==> src/pkg/nvm_seq_pkg.sv <==
package nvm_seq_pkg;

  // ----------------------------------------------------------------
  // register byte offsets
  // ----------------------------------------------------------------
  localparam logic [4:0] OFF_STATUS   = 5'h00;
  localparam logic [4:0] OFF_INDEX    = 5'h04;
  localparam logic [4:0] OFF_CMDWORD  = 5'h08;
  localparam logic [4:0] OFF_SECURITY = 5'h0C;
  localparam logic [4:0] OFF_MARGIN   = 5'h10;
  localparam logic [4:0] OFF_IRQ_STAT = 5'h14;
  localparam logic [4:0] OFF_IRQ_MASK = 5'h18;

  // ----------------------------------------------------------------
  // field positions
  // ----------------------------------------------------------------
  localparam int CMPL_BIT    = 7;
  localparam int AERR_BIT    = 5;
  localparam int PVIOL_BIT   = 4;
  localparam int ANYERR_BIT  = 1;
  localparam int UNCORR_BIT  = 0;
  localparam int SEC_BIT     = 7;
  localparam int LOCK_BIT    = 6;
  localparam int IRQ_DONE    = 0;
  localparam int IRQ_AERR    = 1;
  localparam int IRQ_PVIOL   = 2;
  localparam int IRQ_UNSEC   = 3;
  localparam int IRQ_W       = 4;

  // ----------------------------------------------------------------
  // reset values
  // ----------------------------------------------------------------
  localparam logic       CMPL_RST    = 1'b1;
  localparam logic       SECURE_RST  = 1'b1;
  localparam logic [2:0] INDEX_RST   = 3'h0;
  localparam logic [3:0] IRQ_MASK_RST = 4'h0;

  // ----------------------------------------------------------------
  // command codes, indices, keys, margins
  // ----------------------------------------------------------------
  localparam logic [7:0] CMD_UNSECURE  = 8'h0B;
  localparam logic [7:0] CMD_KEYVERIFY = 8'h0C;
  localparam logic [7:0] CMD_MARGIN    = 8'h0D;
  localparam logic [2:0] IDX_UNSECURE  = 3'h0;
  localparam logic [2:0] IDX_KEYVERIFY = 3'h4;
  localparam logic [2:0] IDX_MARGIN    = 3'h2;
  localparam logic [1:0] KEYS_ON       = 2'h2;
  localparam logic [1:0] LAST_KEY      = 2'h3;
  // config-field word holding key 0; keys 1..3 follow it
  localparam logic [15:0] KEY0_CFG_ADDR = 16'hFF70;
  localparam int          BLOCK_SEL_BIT = 7;  // global address [23]
  localparam logic [15:0] MARGIN_MAX    = 16'h0002;

  typedef enum logic [1:0] {
    MARGIN_NORMAL = 2'h0,
    MARGIN_USER1  = 2'h1,  // toward erased state
    MARGIN_USER0  = 2'h2   // toward programmed state
  } margin_level_type;

  typedef struct packed {
    margin_level_type flash;
    margin_level_type eeprom;
  } margin_type;

  typedef struct packed {
    logic erase_all;
  } arr_req_type;

  typedef struct packed {
    logic done;
    logic verify_fail;
    logic verify_uncorr;
  } arr_rsp_type;

  typedef logic [3:0][15:0] key_set_type;

endpackage

==> src/nvm_security_margin_commands.sv <==
// Chosen here: the Avalon-MM slave port and the placing of the registers.
`timescale 1ns/1ps
`default_nettype none
// How it works
// - code 0x0B at index 000 erases all, verifies, then releases security.
// - failed erase verify sets any-verify-error, security stays unchanged.
// - host launches by clearing flag; flag sets again when work finishes.
// - unsecure flags access error on index not 000 or mode not allowed.
// - unsecure flags protection violation when any region is protected.
// - verify errors set any-error bit; uncorrectable ones set second bit.
// - key verify runs only when key enable equals 10, else access error.
// - key verify is code 0x0C, keys at 001..100; final index must be 100.
// - four keys compared with stored keys from 0xFF70; match releases.
// - mismatch keeps security, access error, locks key verify until reset.
// - margin is code 0x0D, address at 000/001, level at 010.
// - global address bit 23 selects flash (0) or EEPROM (1) block.
// - margin command stores level for addressed block, then completes.
// - EEPROM margin hits EEPROM reads only; flash margin hits both.
// - level 0 normal, 1 user margin-1 (erased), 2 user margin-0.
// - user margin-0 reads with margin toward the programmed state.
// - margin command access error on index, address or level invalid.
module nvm_security_margin_commands
  import nvm_seq_pkg::*;
(
  input  wire logic        clk,
  input  wire logic        rstn,
  input  wire logic [4:0]  address,
  input  wire logic        read,
  input  wire logic        write,
  input  wire logic [31:0] writedata,
  input  wire logic [3:0]  byteenable,
  output logic      [31:0] readdata,
  output logic             waitrequest,
  output arr_req_type      arr_req,
  input  wire arr_rsp_type arr_rsp,
  input  wire logic        cmd_mode_ok,
  input  wire logic        region_protected,
  input  wire logic        config_secured,
  input  wire logic [1:0]  backdoor_key_enable,
  input  wire key_set_type backdoor_keys,
  output margin_type       read_margin,
  output logic             secured,
  output logic             irq
);

  // ----------------------------------------------------------------
  // sequencer states
  // ----------------------------------------------------------------
  typedef enum logic [2:0] {
    S_IDLE       = 3'b000,
    S_FETCH      = 3'b001,
    S_DECODE     = 3'b011,
    S_ERASE      = 3'b010,
    S_KEYCMP     = 3'b110,
    S_MARGIN_SET = 3'b111,
    S_FINISH     = 3'b101
  } state_type;

  state_type state_r;
  state_type state_nxt;

  logic        command_complete_flag;
  logic        access_error_flag;
  logic        protection_violation_flag;
  logic [1:0]  verify_status_bits;
  logic [2:0]  command_word_index;
  logic        lock_r;
  logic        sec_loaded_r;
  logic [1:0]  cnt_r;
  logic        key_bad_r;
  logic        tgt_eeprom_r;
  logic [1:0]  rd_stage_r;
  logic [31:0] readdata_r;
  logic [IRQ_W-1:0] irq_stat_r;
  logic [IRQ_W-1:0] irq_mask_r;
  margin_type  margin_r;

  logic [31:0] wmask;
  logic [31:0] wd;
  logic [4:0]  reg_off;
  logic        idle;
  logic        launch;
  logic        acc_set;
  logic        fpv_set;
  logic        unsec_ok;
  logic        key_bad_now;
  logic        rd_word;
  logic        rd_go;
  logic [2:0]  mem_raddr;
  logic [15:0] mem_rdata;
  logic [7:0]  cmd_code;
  logic [IRQ_W-1:0] irq_ev;

  // ----------------------------------------------------------------
  // bus decode
  // ----------------------------------------------------------------
  assign reg_off = {address[4:2], 2'b00};
  assign idle    = (state_r == S_IDLE);
  assign cmd_code = mem_rdata[15:8];

  always_comb begin
    for (int i = 0; i < 4; i++) begin
      wmask[i*8 +: 8] = {8{byteenable[i]}};
    end
    wd = writedata & wmask;
  end

  // launch refused while an error flag is still pending
  assign launch = write && (reg_off == OFF_STATUS) && wd[CMPL_BIT]
                  && command_complete_flag && !access_error_flag
                  && !protection_violation_flag;

  // word store is shared with the sequencer, so word reads wait for idle
  assign rd_word = (reg_off == OFF_CMDWORD);
  assign rd_go   = read && !(rd_word && !idle);
  assign waitrequest = read && (rd_stage_r != 2'd2);
  assign readdata    = readdata_r;

  always_ff @(posedge clk or negedge rstn) begin
    if (!rstn) begin
      rd_stage_r <= 2'd0;
    end else if (rd_stage_r == 2'd2) begin
      rd_stage_r <= 2'd0;
    end else if (rd_go) begin
      rd_stage_r <= rd_stage_r + 2'd1;
    end
  end

  always_ff @(posedge clk or negedge rstn) begin
    if (!rstn) begin
      readdata_r <= 32'h0000_0000;
    end else if (rd_stage_r == 2'd1) begin
      readdata_r <= 32'h0000_0000;
      unique case (reg_off)
        OFF_STATUS: begin
          readdata_r[CMPL_BIT]   <= command_complete_flag;
          readdata_r[AERR_BIT]   <= access_error_flag;
          readdata_r[PVIOL_BIT]  <= protection_violation_flag;
          readdata_r[1:0]        <= verify_status_bits;
        end
        OFF_INDEX:    readdata_r[2:0]  <= command_word_index;
        OFF_CMDWORD:  readdata_r[15:0] <= mem_rdata;
        OFF_SECURITY: begin
          readdata_r[SEC_BIT]  <= secured;
          readdata_r[LOCK_BIT] <= lock_r;
          readdata_r[1:0]      <= backdoor_key_enable;
        end
        OFF_MARGIN:   readdata_r[3:0] <= margin_r;
        OFF_IRQ_STAT: readdata_r[IRQ_W-1:0] <= irq_stat_r;
        OFF_IRQ_MASK: readdata_r[IRQ_W-1:0] <= irq_mask_r;
        default:      readdata_r <= 32'h0000_0000;
      endcase
    end
  end

  // ----------------------------------------------------------------
  // command word store
  // ----------------------------------------------------------------
  always_ff @(posedge clk or negedge rstn) begin
    if (!rstn) begin
      command_word_index <= INDEX_RST;
    end else if (write && reg_off == OFF_INDEX && byteenable[0]) begin
      command_word_index <= wd[2:0];
    end
  end

  always_comb begin
    unique case (state_r)
      S_FETCH:  mem_raddr = 3'd0;
      S_DECODE: mem_raddr = (cmd_code == CMD_KEYVERIFY) ? 3'd1 : 3'd2;
      S_KEYCMP: mem_raddr = 3'(cnt_r) + 3'd2;
      default:  mem_raddr = command_word_index;
    endcase
  end

  cmd_word_mem u_words (
    .clk   (clk),
    .rstn  (rstn),
    .we    (write && reg_off == OFF_CMDWORD && idle),
    .be    (byteenable[1:0]),
    .waddr (command_word_index),
    .wdata (wd[15:0]),
    .raddr (mem_raddr),
    .rdata (mem_rdata)
  );

  // ----------------------------------------------------------------
  // sequencer
  // ----------------------------------------------------------------
  assign key_bad_now = key_bad_r
                       || (mem_rdata != backdoor_keys[cnt_r]);

  always_comb begin
    state_nxt = state_r;
    acc_set   = 1'b0;
    fpv_set   = 1'b0;
    unsec_ok  = 1'b0;
    unique case (state_r)
      S_IDLE: begin
        if (launch) begin
          state_nxt = S_FETCH;
        end
      end
      S_FETCH: state_nxt = S_DECODE;
      S_DECODE: begin
        state_nxt = S_FINISH;
        unique case (cmd_code)
          CMD_UNSECURE: begin
            if (command_word_index != IDX_UNSECURE || !cmd_mode_ok) begin
              acc_set = 1'b1;
            end else if (region_protected) begin
              fpv_set = 1'b1;
            end else begin
              state_nxt = S_ERASE;
            end
          end
          CMD_KEYVERIFY: begin
            if (command_word_index != IDX_KEYVERIFY || !cmd_mode_ok
                || backdoor_key_enable != KEYS_ON || lock_r) begin
              acc_set = 1'b1;
            end else begin
              state_nxt = S_KEYCMP;
            end
          end
          CMD_MARGIN: begin
            if (command_word_index != IDX_MARGIN || !cmd_mode_ok
                || mem_rdata[BLOCK_SEL_BIT-1:0] != 7'h00) begin
              acc_set = 1'b1;
            end else begin
              state_nxt = S_MARGIN_SET;
            end
          end
          default: acc_set = 1'b1;
        endcase
      end
      S_ERASE: begin
        if (arr_rsp.done) begin
          state_nxt = S_FINISH;
        end
      end
      S_KEYCMP: begin
        if (cnt_r == LAST_KEY) begin
          state_nxt = S_FINISH;
          acc_set   = key_bad_now;
          unsec_ok  = !key_bad_now;
        end
      end
      S_MARGIN_SET: begin
        state_nxt = S_FINISH;
        acc_set   = (mem_rdata > MARGIN_MAX);
      end
      S_FINISH: state_nxt = S_IDLE;
      default:  state_nxt = S_IDLE;
    endcase
    if (state_r == S_ERASE && arr_rsp.done && !arr_rsp.verify_fail) begin
      unsec_ok = 1'b1;
    end
  end

  always_ff @(posedge clk or negedge rstn) begin
    if (!rstn) begin
      state_r <= S_IDLE;
    end else begin
      state_r <= state_nxt;
    end
  end

  always_ff @(posedge clk or negedge rstn) begin
    if (!rstn) begin
      cnt_r        <= 2'd0;
      key_bad_r    <= 1'b0;
      tgt_eeprom_r <= 1'b0;
    end else if (state_r == S_DECODE) begin
      cnt_r        <= 2'd0;
      key_bad_r    <= 1'b0;
      tgt_eeprom_r <= mem_rdata[BLOCK_SEL_BIT];
    end else if (state_r == S_KEYCMP) begin
      cnt_r     <= cnt_r + 2'd1;
      key_bad_r <= key_bad_now;
    end
  end

  // erase request held until the array reports the verify result
  assign arr_req.erase_all = (state_r == S_ERASE);

  // ----------------------------------------------------------------
  // status flags
  // ----------------------------------------------------------------
  always_ff @(posedge clk or negedge rstn) begin
    if (!rstn) begin
      command_complete_flag <= CMPL_RST;
    end else if (launch) begin
      command_complete_flag <= 1'b0;
    end else if (state_r == S_FINISH) begin
      command_complete_flag <= 1'b1;
    end
  end

  // set wins over a one-written clear in the same cycle
  always_ff @(posedge clk or negedge rstn) begin
    if (!rstn) begin
      access_error_flag         <= 1'b0;
      protection_violation_flag <= 1'b0;
    end else begin
      access_error_flag <= acc_set || (access_error_flag
        && !(write && reg_off == OFF_STATUS && wd[AERR_BIT]));
      protection_violation_flag <= fpv_set || (protection_violation_flag
        && !(write && reg_off == OFF_STATUS && wd[PVIOL_BIT]));
    end
  end

  always_ff @(posedge clk or negedge rstn) begin
    if (!rstn) begin
      verify_status_bits <= 2'b00;
    end else if (launch) begin
      verify_status_bits <= 2'b00;
    end else if (state_r == S_ERASE && arr_rsp.done) begin
      verify_status_bits[ANYERR_BIT] <= arr_rsp.verify_fail;
      verify_status_bits[UNCORR_BIT] <= arr_rsp.verify_uncorr;
    end
  end

  // ----------------------------------------------------------------
  // security state
  // ----------------------------------------------------------------
  // power-up security level is caught on the first edge after release
  always_ff @(posedge clk or negedge rstn) begin
    if (!rstn) begin
      secured      <= SECURE_RST;
      sec_loaded_r <= 1'b0;
    end else if (!sec_loaded_r) begin
      secured      <= config_secured;
      sec_loaded_r <= 1'b1;
    end else if (unsec_ok) begin
      secured <= 1'b0;
    end
  end

  // only reset lifts the lockout
  always_ff @(posedge clk or negedge rstn) begin
    if (!rstn) begin
      lock_r <= 1'b0;
    end else if (state_r == S_KEYCMP && cnt_r == LAST_KEY && key_bad_now) begin
      lock_r <= 1'b1;
    end
  end

  // ----------------------------------------------------------------
  // read margins
  // ----------------------------------------------------------------
  // flash target drives both blocks; no flash-only setting is possible
  always_ff @(posedge clk or negedge rstn) begin
    if (!rstn) begin
      margin_r <= '{flash: MARGIN_NORMAL, eeprom: MARGIN_NORMAL};
    end else if (state_r == S_MARGIN_SET && mem_rdata <= MARGIN_MAX) begin
      margin_r.eeprom <= margin_level_type'(mem_rdata[1:0]);
      if (!tgt_eeprom_r) begin
        margin_r.flash <= margin_level_type'(mem_rdata[1:0]);
      end
    end
  end

  assign read_margin = margin_r;

  // ----------------------------------------------------------------
  // interrupts
  // ----------------------------------------------------------------
  assign irq_ev = {unsec_ok, fpv_set, acc_set, state_r == S_FINISH};

  always_ff @(posedge clk or negedge rstn) begin
    if (!rstn) begin
      irq_stat_r <= '0;
    end else if (write && reg_off == OFF_IRQ_STAT) begin
      irq_stat_r <= irq_ev | (irq_stat_r & ~wd[IRQ_W-1:0]);
    end else begin
      irq_stat_r <= irq_ev | irq_stat_r;
    end
  end

  always_ff @(posedge clk or negedge rstn) begin
    if (!rstn) begin
      irq_mask_r <= IRQ_MASK_RST;
    end else if (write && reg_off == OFF_IRQ_MASK) begin
      irq_mask_r <= (irq_mask_r & ~wmask[IRQ_W-1:0]) | wd[IRQ_W-1:0];
    end
  end

  assign irq = |(irq_stat_r & irq_mask_r);

endmodule
`default_nettype wire

==> src/cmd_word_mem.sv <==
`timescale 1ns/1ps
`default_nettype none
module cmd_word_mem (
  input  wire logic        clk,
  input  wire logic        rstn,
  input  wire logic        we,
  input  wire logic [1:0]  be,
  input  wire logic [2:0]  waddr,
  input  wire logic [15:0] wdata,
  input  wire logic [2:0]  raddr,
  output logic      [15:0] rdata
);

  logic [15:0] mem [0:7];

  always_ff @(posedge clk) begin
    for (int i = 0; i < 2; i++) begin
      if (we && be[i]) begin
        mem[waddr][i*8 +: 8] <= wdata[i*8 +: 8];
      end
    end
  end

  always_ff @(posedge clk or negedge rstn) begin
    if (!rstn) begin
      rdata <= 16'h0000;
    end else begin
      rdata <= mem[raddr];
    end
  end

endmodule
`default_nettype wire

==> config.mk <==
export PLATFORM = sky130hd
export DESIGN_NAME = nvm_security_margin_commands
export DESIGN_NICKNAME = d
export VERILOG_FILES = /design/src/pkg/nvm_seq_pkg.sv /design/src/nvm_security_margin_commands.sv /design/src/cmd_word_mem.sv
export SDC_FILE = /design/constraint.sdc
export NUM_CORES = 1
export LEC_CHECK = 0
export BUFFER_PORTS_ARGS = -buffer_cell sky130_fd_sc_hd__buf_2
export CAP_MARGIN = 20
export CORE_MARGIN = 1.5
export CORE_UTILIZATION = 42
export DETAILED_ROUTE_END_ITERATION = 16
export SKIP_CTS_REPAIR_TIMING = 1
export SLEW_MARGIN = 20
export SYNTH_ARGS = -nofsm -noshare
export SYNTH_HDL_FRONTEND = slang
export SYNTH_SLANG_ARGS = --single-unit
==> constraint.sdc <==
create_clock -name clk -period 5.1 [get_ports clk]
set_input_delay 1.02 -clock clk [delete_from_list [all_inputs] [get_ports clk]]
set_output_delay 1.02 -clock clk [all_outputs]
set_load 0.02 [all_outputs]
==> results.py, run 1 <==
metrics = {
    "placed_design": {
        "dp_cells": 994,
        "gp_congestion": 0.8474,
        "placed_cell_area_mm2": 0.009395,
        "portBuffers": 120,
        "hpwl_um": 14130,
    },
    "global_routing": {
        "met3_usage": 0.03938,
        "met2_usage": 0.3258,
        "antenna_found_initial": 0,
        "grt_pass1_vias": 5766,
        "track_usage": 0.2000,
        "grt_pass1_wl_um": 32480,
        "top_usage_layer": "met2",
        "use_met1": 0.2701,
        "overflow": 0,
        "grt_max_degree": 65,
    },
    "logic_synthesis": {
        "netlist_top_cells_count": "edfxtp_1, dfrtp_1, nand2_1",
        "syn_area_mm2": 0.008616,
        "synth_seq_area_share": 0.6323,
        "synth_seq_cells": 192,
        "synth_top_cell_area_share": 0.4461,
        "netlist_instances": 638,
        "ys_top_cells_by_area": "edfxtp_1, dfrtp_1, mux4_1",
        "syn_area_per_cell_um2": 13.50,
        "synth_area_leader_cell": "edfxtp_1",
        "synthArstFlopShare": 0.3333,
        "synth_edf_count": 128,
        "ys_types": 62,
        "yosysWarnings": 0,
        "ys.flop_type": "edfxtp_1",
        "yosysMostFrequentCell": "edfxtp_1",
    },
    "cells_and_area": {
        "multi_input_area_mm2": 0.002934,
        "regArea_mm2": 0.005448,
        "fill_cells": 1744,
        "fin_nets": 861,
        "areaGrowthSynthToFinish_pct": 15.48,
        "postLayoutCellArea_mm2": 0.009950,
        "diodes": 0,
        "fin_cells": 1026,
        "drive_gt1_frac": 0.2526,
    },
    "worst_setup_path": {
        "required_ns": 5.43,
        "r2r_setup_slack_ns": 1.79,
        "slowest_stage": "dfrtp_1",
        "critical-path-max-stage-delay_ns": 1.02,
        "crit_type": "register to register",
        "path_cells": "mux4_1 > xnor2_1 > nand2_1 > or4_4 > o32ai_1 > o22ai_1",
        "worstReg2RegEnd": "secured",
        "cp.arrival_ns": 3.64,
        "endpoint_kind": "register",
        "reg2reg_from": "cnt_r[0]",
        "worstPathMaxFanout": 22,
        "start_kind": "register",
        "worstRegToRegCells": 6,
    },
    "clocking": {
        "cts.sinks": 192,
        "cts.clk_slew.worst_paths_ns": 0.07,
        "cts_inserted_buffers": 17,
        "cts_tree": "done",
        "htreeDepth": 4,
        "cts_buffer_depth": 2,
        "ctsRootBufferMaster": "clkbuf_16",
        "insertion_delay_ns": 0.43,
    },
    "worst_hold_path": {
        "whs_endpoint": "secured",
        "min-delay-start": "sec_loaded_r",
        "holdPathStages": 1,
        "min_path_type": "register to register",
    },
    "die": {
        "core_area_mm2": 0.02017,
        "die_area_mm2": 0.02138,
        "chipHeight_um": 146.2,
        "io-pin-count": 157,
        "rows": 52,
        "die_x_um": 146.2,
        "start_util": 0.4272,
    },
    "timing": {
        "max-slew-margin-rel": 0.3152,
        "finalHoldViolCount": 0,
        "maxSlewViolCount": 0,
        "layout_min_cycle_time_ns": 3.309,
        "whs_ns": 0.4285,
        "fmax_ghz": 0.3022,
        "rsz0062_at_grt": "false",
        "setup_viol": 0,
        "setup_tns_ns": 0,
        "period_share": 0.6488,
        "worstMarginPinSlew_ns": 1.027,
        "skew_ns": 0.007212,
    },
    "drt": {
        "drt_iter0_drc": 485,
        "post_drt_wl_per_cell_um": 20.47,
        "viasPerCell": 5.636,
        "firstDrtPassIters": 5,
        "ant_nets": 0,
        "num_vias": 5783,
        "drcViolationCount": 0,
        "routed_wirelength_um": 21000,
    },
    "run_status": {
        "status": "finished, final reports clean",
    },
    "flow_run": {
        "drv_cap": 0,
    },
    "power": {
        "leakage_nw": 3.822,
        "powerDensity_mw_per_mm2": 492.1,
        "p_total_mw": 4.896,
        "vdd_drop_max_mv": 0.2647,
    },
}
state kept, by name, summed over array words and instances (netlist names), 2 cells and up, named ones only:
register / flops
rd_stage_r: 2
u_words.rdata: 16
read_margin: 4
cnt_r: 2
irq_stat_r: 4
readdata: 16
state_r: 3
verify_status_bits: 2
command_word_index: 3
u_words.mem: 128
area by class of cell:
cell class	count	area share
sequential	192	0.5475
multi-input combinational	398	0.2949
timing repair buffer	126	0.06489
clock buffer	17	0.04276
tap	270	0.03395
clock inverter	15	0.01295
inverter	8	0.003018
worst max-delay path by stage:
stage | cells past startpoint | endpoint | start | slack, ns
4_1_cts | 6 | secured | cnt_r[0] | 1.76
5_1_grt | 6 | secured | cnt_r[0] | 1.61
3_3_place_gp | 6 | secured | cnt_r[0] | 1.80
3_5_place_dp | 6 | secured | cnt_r[0] | 1.78
2_1_floorplan | 6 | irq_stat_r[1] | backdoor_keys[25] | 2.18
6_report | 6 | secured | cnt_r[0] | 1.79
worst max-delay path: cells and delay by family, from the launching register on:
kind,cells,cell delay (ns)
and+or+nand+nor,2,0.60
AOI/OAI and AO/OA,2,0.72
DFF,1,1.02
xor gates and xnor gates,1,0.16
muxes,1,0.70
placed cells by master (no fill, tap or decap), drive strengths merged, types with 9 or more instances in the layout:
| master | instances |
|---|---|
| edfxtp | 128 |
| buf | 126 |
| dfrtp | 62 |
| nand2 | 43 |
| nor2 | 39 |
| a22o | 25 |
| a21oi | 25 |
| o21ai | 22 |
| a22oi | 22 |
| and2 | 17 |
| mux2 | 17 |
| a221oi | 17 |
| conb | 17 |
| clkbuf | 17 |
| a222oi | 16 |
| mux4 | 16 |
| inv | 13 |
| nand2b | 11 |
| xor2 | 11 |
| mux2i | 10 |
| clkinv | 10 |
| nor3 | 9 |
through the flow:
step | util | setup slack, ns
floorplan | - | 2.183
global placement | 0.4658 | 1.802
detailed placement | 0.4658 | 1.778
CTS | 0.4933 | 1.759
global route | 0.4933 | 1.611
finish | 0.4933 | 1.791
cells by family (layout without fill, tap and decap cells):
group                    after synthesis  in the layout  synth area share
flip-flops                           192            192            0.6323
AND/OR/NAND/NOR                      162            162           0.09527
AO/OA/AOI/OAI                        157            157            0.1358
buffers and inverters                 63            166           0.03558
multiplexers                          43             43           0.08045
XOR/XNOR                              18             18           0.01830
other                                  2             17         0.0008717
adder cells (fa/ha/maj)                1              1          0.001452
power by group:
| group | switching (mW) | internal, mW |
|---|---|---|
| clock | 0.604 | 0.639 |
| combinational | 0.858 | 0.632 |
| sequential | 0.317 | 1.85 |
| total | 1.78 | 3.12 |
per-layer routing:
metal / vias up / share of wire
li1: 2673 / -
met1: 2860 / 0.44
met2: 218 / 0.48
met3: 32 / 0.057
met4: 0 / 0.022
met5: - / 0
(Power assumes the default switching activity.)
==> run 2, diff against run 1 <==
- PLACE_DENSITY: not set -> 0.65
- clock period: 5.1 -> 2.96 ns (I/O delays scaled with it)
==> run 2 against run 1 <==
Clock power rose by 84%. Sequential power increased by 67%. Critical endpoint is now access_error_flag. Sequential cell count stayed put. Global-route usage hardly changed. Total power grew 79%. Highest routed layer unchanged. First-iteration DRC count is 21% higher. Non-clock buffer count increased by 32. Final cell count grew 3.1%. Largest cell class unchanged. Hold slack got worse by 0.20 ns. Cell area up 3.0%. Critical path depth is the same.
==> results.py, run 2 (synthesis gave the netlist of run 1 again) <==
metrics = {
    "cells_and_area": {
        "layout_common_cells": "edfxtp_1, buf_2, dfrtp_1, nand2_1, nor2_1",
        "largest_reg_flops": 128,
        "diodes": 0,
        "fill_cells": 1748,
        "drive_gt1_frac": 0.2792,
        "areaGrowthSynthToFinish_pct": 18.94,
        "largest_register": "u_words.mem",
        "final_common_cell": "edfxtp_1",
        "fin_nets": 893,
    },
    "worst_setup_path": {
        "start_kind": "register",
        "cpLargestDelayFamily": "compound AO/OA/AOI/OAI gates",
        "path_buf_inv": 0,
        "crit_type": "register to register",
        "critical-path-max-stage-delay_ns": 0.73,
        "cp.arrival_ns": 3.08,
        "slowest_stage": "or4b_2",
        "path_cells": "or4b_2 > nor2_1 > nor2_1 > a2111oi_0 > o22ai_1 > a211o_1",
        "required_ns": 3.29,
        "worstPathMaxFanout": 11,
        "endpoint_kind": "register",
        "cp_common_cell": "nor2_1",
    },
    "clocking": {
        "cts_buffer_depth": 2,
        "htreeDepth": 4,
        "ctsRootBufferMaster": "clkbuf_16",
        "cts_tree": "done",
        "cts.sinks": 192,
        "insertion_delay_ns": 0.44,
        "cts_inserted_buffers": 17,
        "cts.clk_slew.worst_paths_ns": 0.07,
    },
    "die": {
        "core_area_mm2": 0.02017,
        "chipHeight_um": 146.2,
        "die_x_um": 146.2,
        "io-pin-count": 157,
        "start_util": 0.4272,
        "die_area_mm2": 0.02138,
        "rows": 52,
    },
    "run_status": {
        "status": "finished, final reports clean",
    },
    "placed_design": {
        "pre_cts_ws_ns": 0.1656,
        "gp_congestion": 0.9199,
        "portBuffers": 120,
        "hpwl_um": 14600,
    },
    "drt": {
        "ant_nets": 0,
        "routed_wirelength_um": 21250,
        "num_vias": 6014,
        "drt_iter0_drc": 586,
        "drcViolationCount": 0,
        "post_drt_wl_per_cell_um": 20.08,
        "viasPerCell": 5.684,
        "firstDrtPassIters": 6,
    },
    "power": {
        "vdd_drop_max_mv": 0.4357,
        "powerDensity_mw_per_mm2": 855.7,
        "leakage_nw": 4.014,
    },
    "worst_hold_path": {
        "min_path_type": "input port to async pin",
    },
    "global_routing": {
        "grt_pass1_vias": 5853,
        "grt_max_degree": 35,
        "overflow": 0,
        "track_usage": 0.2000,
        "antenna_found_initial": 0,
        "grt_pass1_wl_um": 32350,
    },
    "timing": {
        "worstMarginPinSlew_ns": 0.8648,
        "rsz0062_at_grt": "false",
        "skew_ns": 0.01110,
        "finalHoldViolCount": 0,
        "setup_viol": 0,
        "maxSlewViolCount": 0,
        "setup_ws_ns": 0.2011,
        "period_share": 0.9321,
        "layout_min_cycle_time_ns": 2.759,
        "max-slew-margin-rel": 0.4234,
        "fmax_ghz": 0.3625,
        "setup_tns_ns": 0,
    },
    "flow_run": {
        "drv_cap": 0,
    },
}
-- run 2: changes by cell type in the layout (fill, tap and decap cells not counted), moves of 2 or more --
cell,previous run,this run
bufinv_16,0,2
clkinv_4,5,0
buf_4,6,35
buf_12,0,3
-- run 2: routing by layer --
metal,track usage,part of all wire
met5,0,0
met4,0.05556,0.015
met3,0.04000,0.067
met2,0.3557,0.52
met1,0.2480,0.40
-- run 2: worst paths after layout --
kind | slack (ns) | to | cells after the start | start
setup / recovery | 0.20 | access_error_flag | 6 | command_word_index[2]
min in group clk | 0.37 | secured | 3 | config_secured
max in group asynchronous | 2.00 | async pin | 2 | rstn
hold / removal | 0.23 | readdata[7] | 1 | rstn
hold reg to reg | 0.44 | secured | 1 | sec_loaded_r
setup reg to reg | 0.20 | access_error_flag | 6 | command_word_index[2]
-- run 2: through the flow --
step | std cells | utilization | hold slack, ns | total power, mW | instance area (µm²)
floorplan | 653 | - | 0.2964 | 5.506 | 8672
global placement | 1026 | 0.4793 | 0.4170 | 6.444 | 9668
detailed placement | 1026 | 0.4793 | 0.4303 | 6.523 | 9668
CTS | 1058 | 0.5081 | 0.2395 | 8.801 | 10250
global route | 1058 | 0.5081 | 0.2803 | 9.202 | 10250
finish | 1058 | 0.5081 | 0.2324 | 8.768 | 10250
-- run 2: cell type report --
| type | count | area, µm² | area share |
|---|---|---|---|
| clock buffer | 18 | 429.2 | 0.04188 |
| multi-input combinational | 398 | 2929 | 0.2858 |
| timing repair buffer | 158 | 923.4 | 0.09011 |
| tap | 270 | 337.8 | 0.03297 |
| sequential | 192 | 5448 | 0.5316 |
| inverter | 8 | 30.03 | 0.002930 |
| clock inverter | 14 | 150.1 | 0.01465 |
-- run 2: report_power, final --
part / internal [mW] / switching, mW / total [mW]
logic: 1.24 / 1.64 / 2.89
registers: 3.19 / 0.413 / 3.60
clock network: 1.26 / 1.02 / 2.28
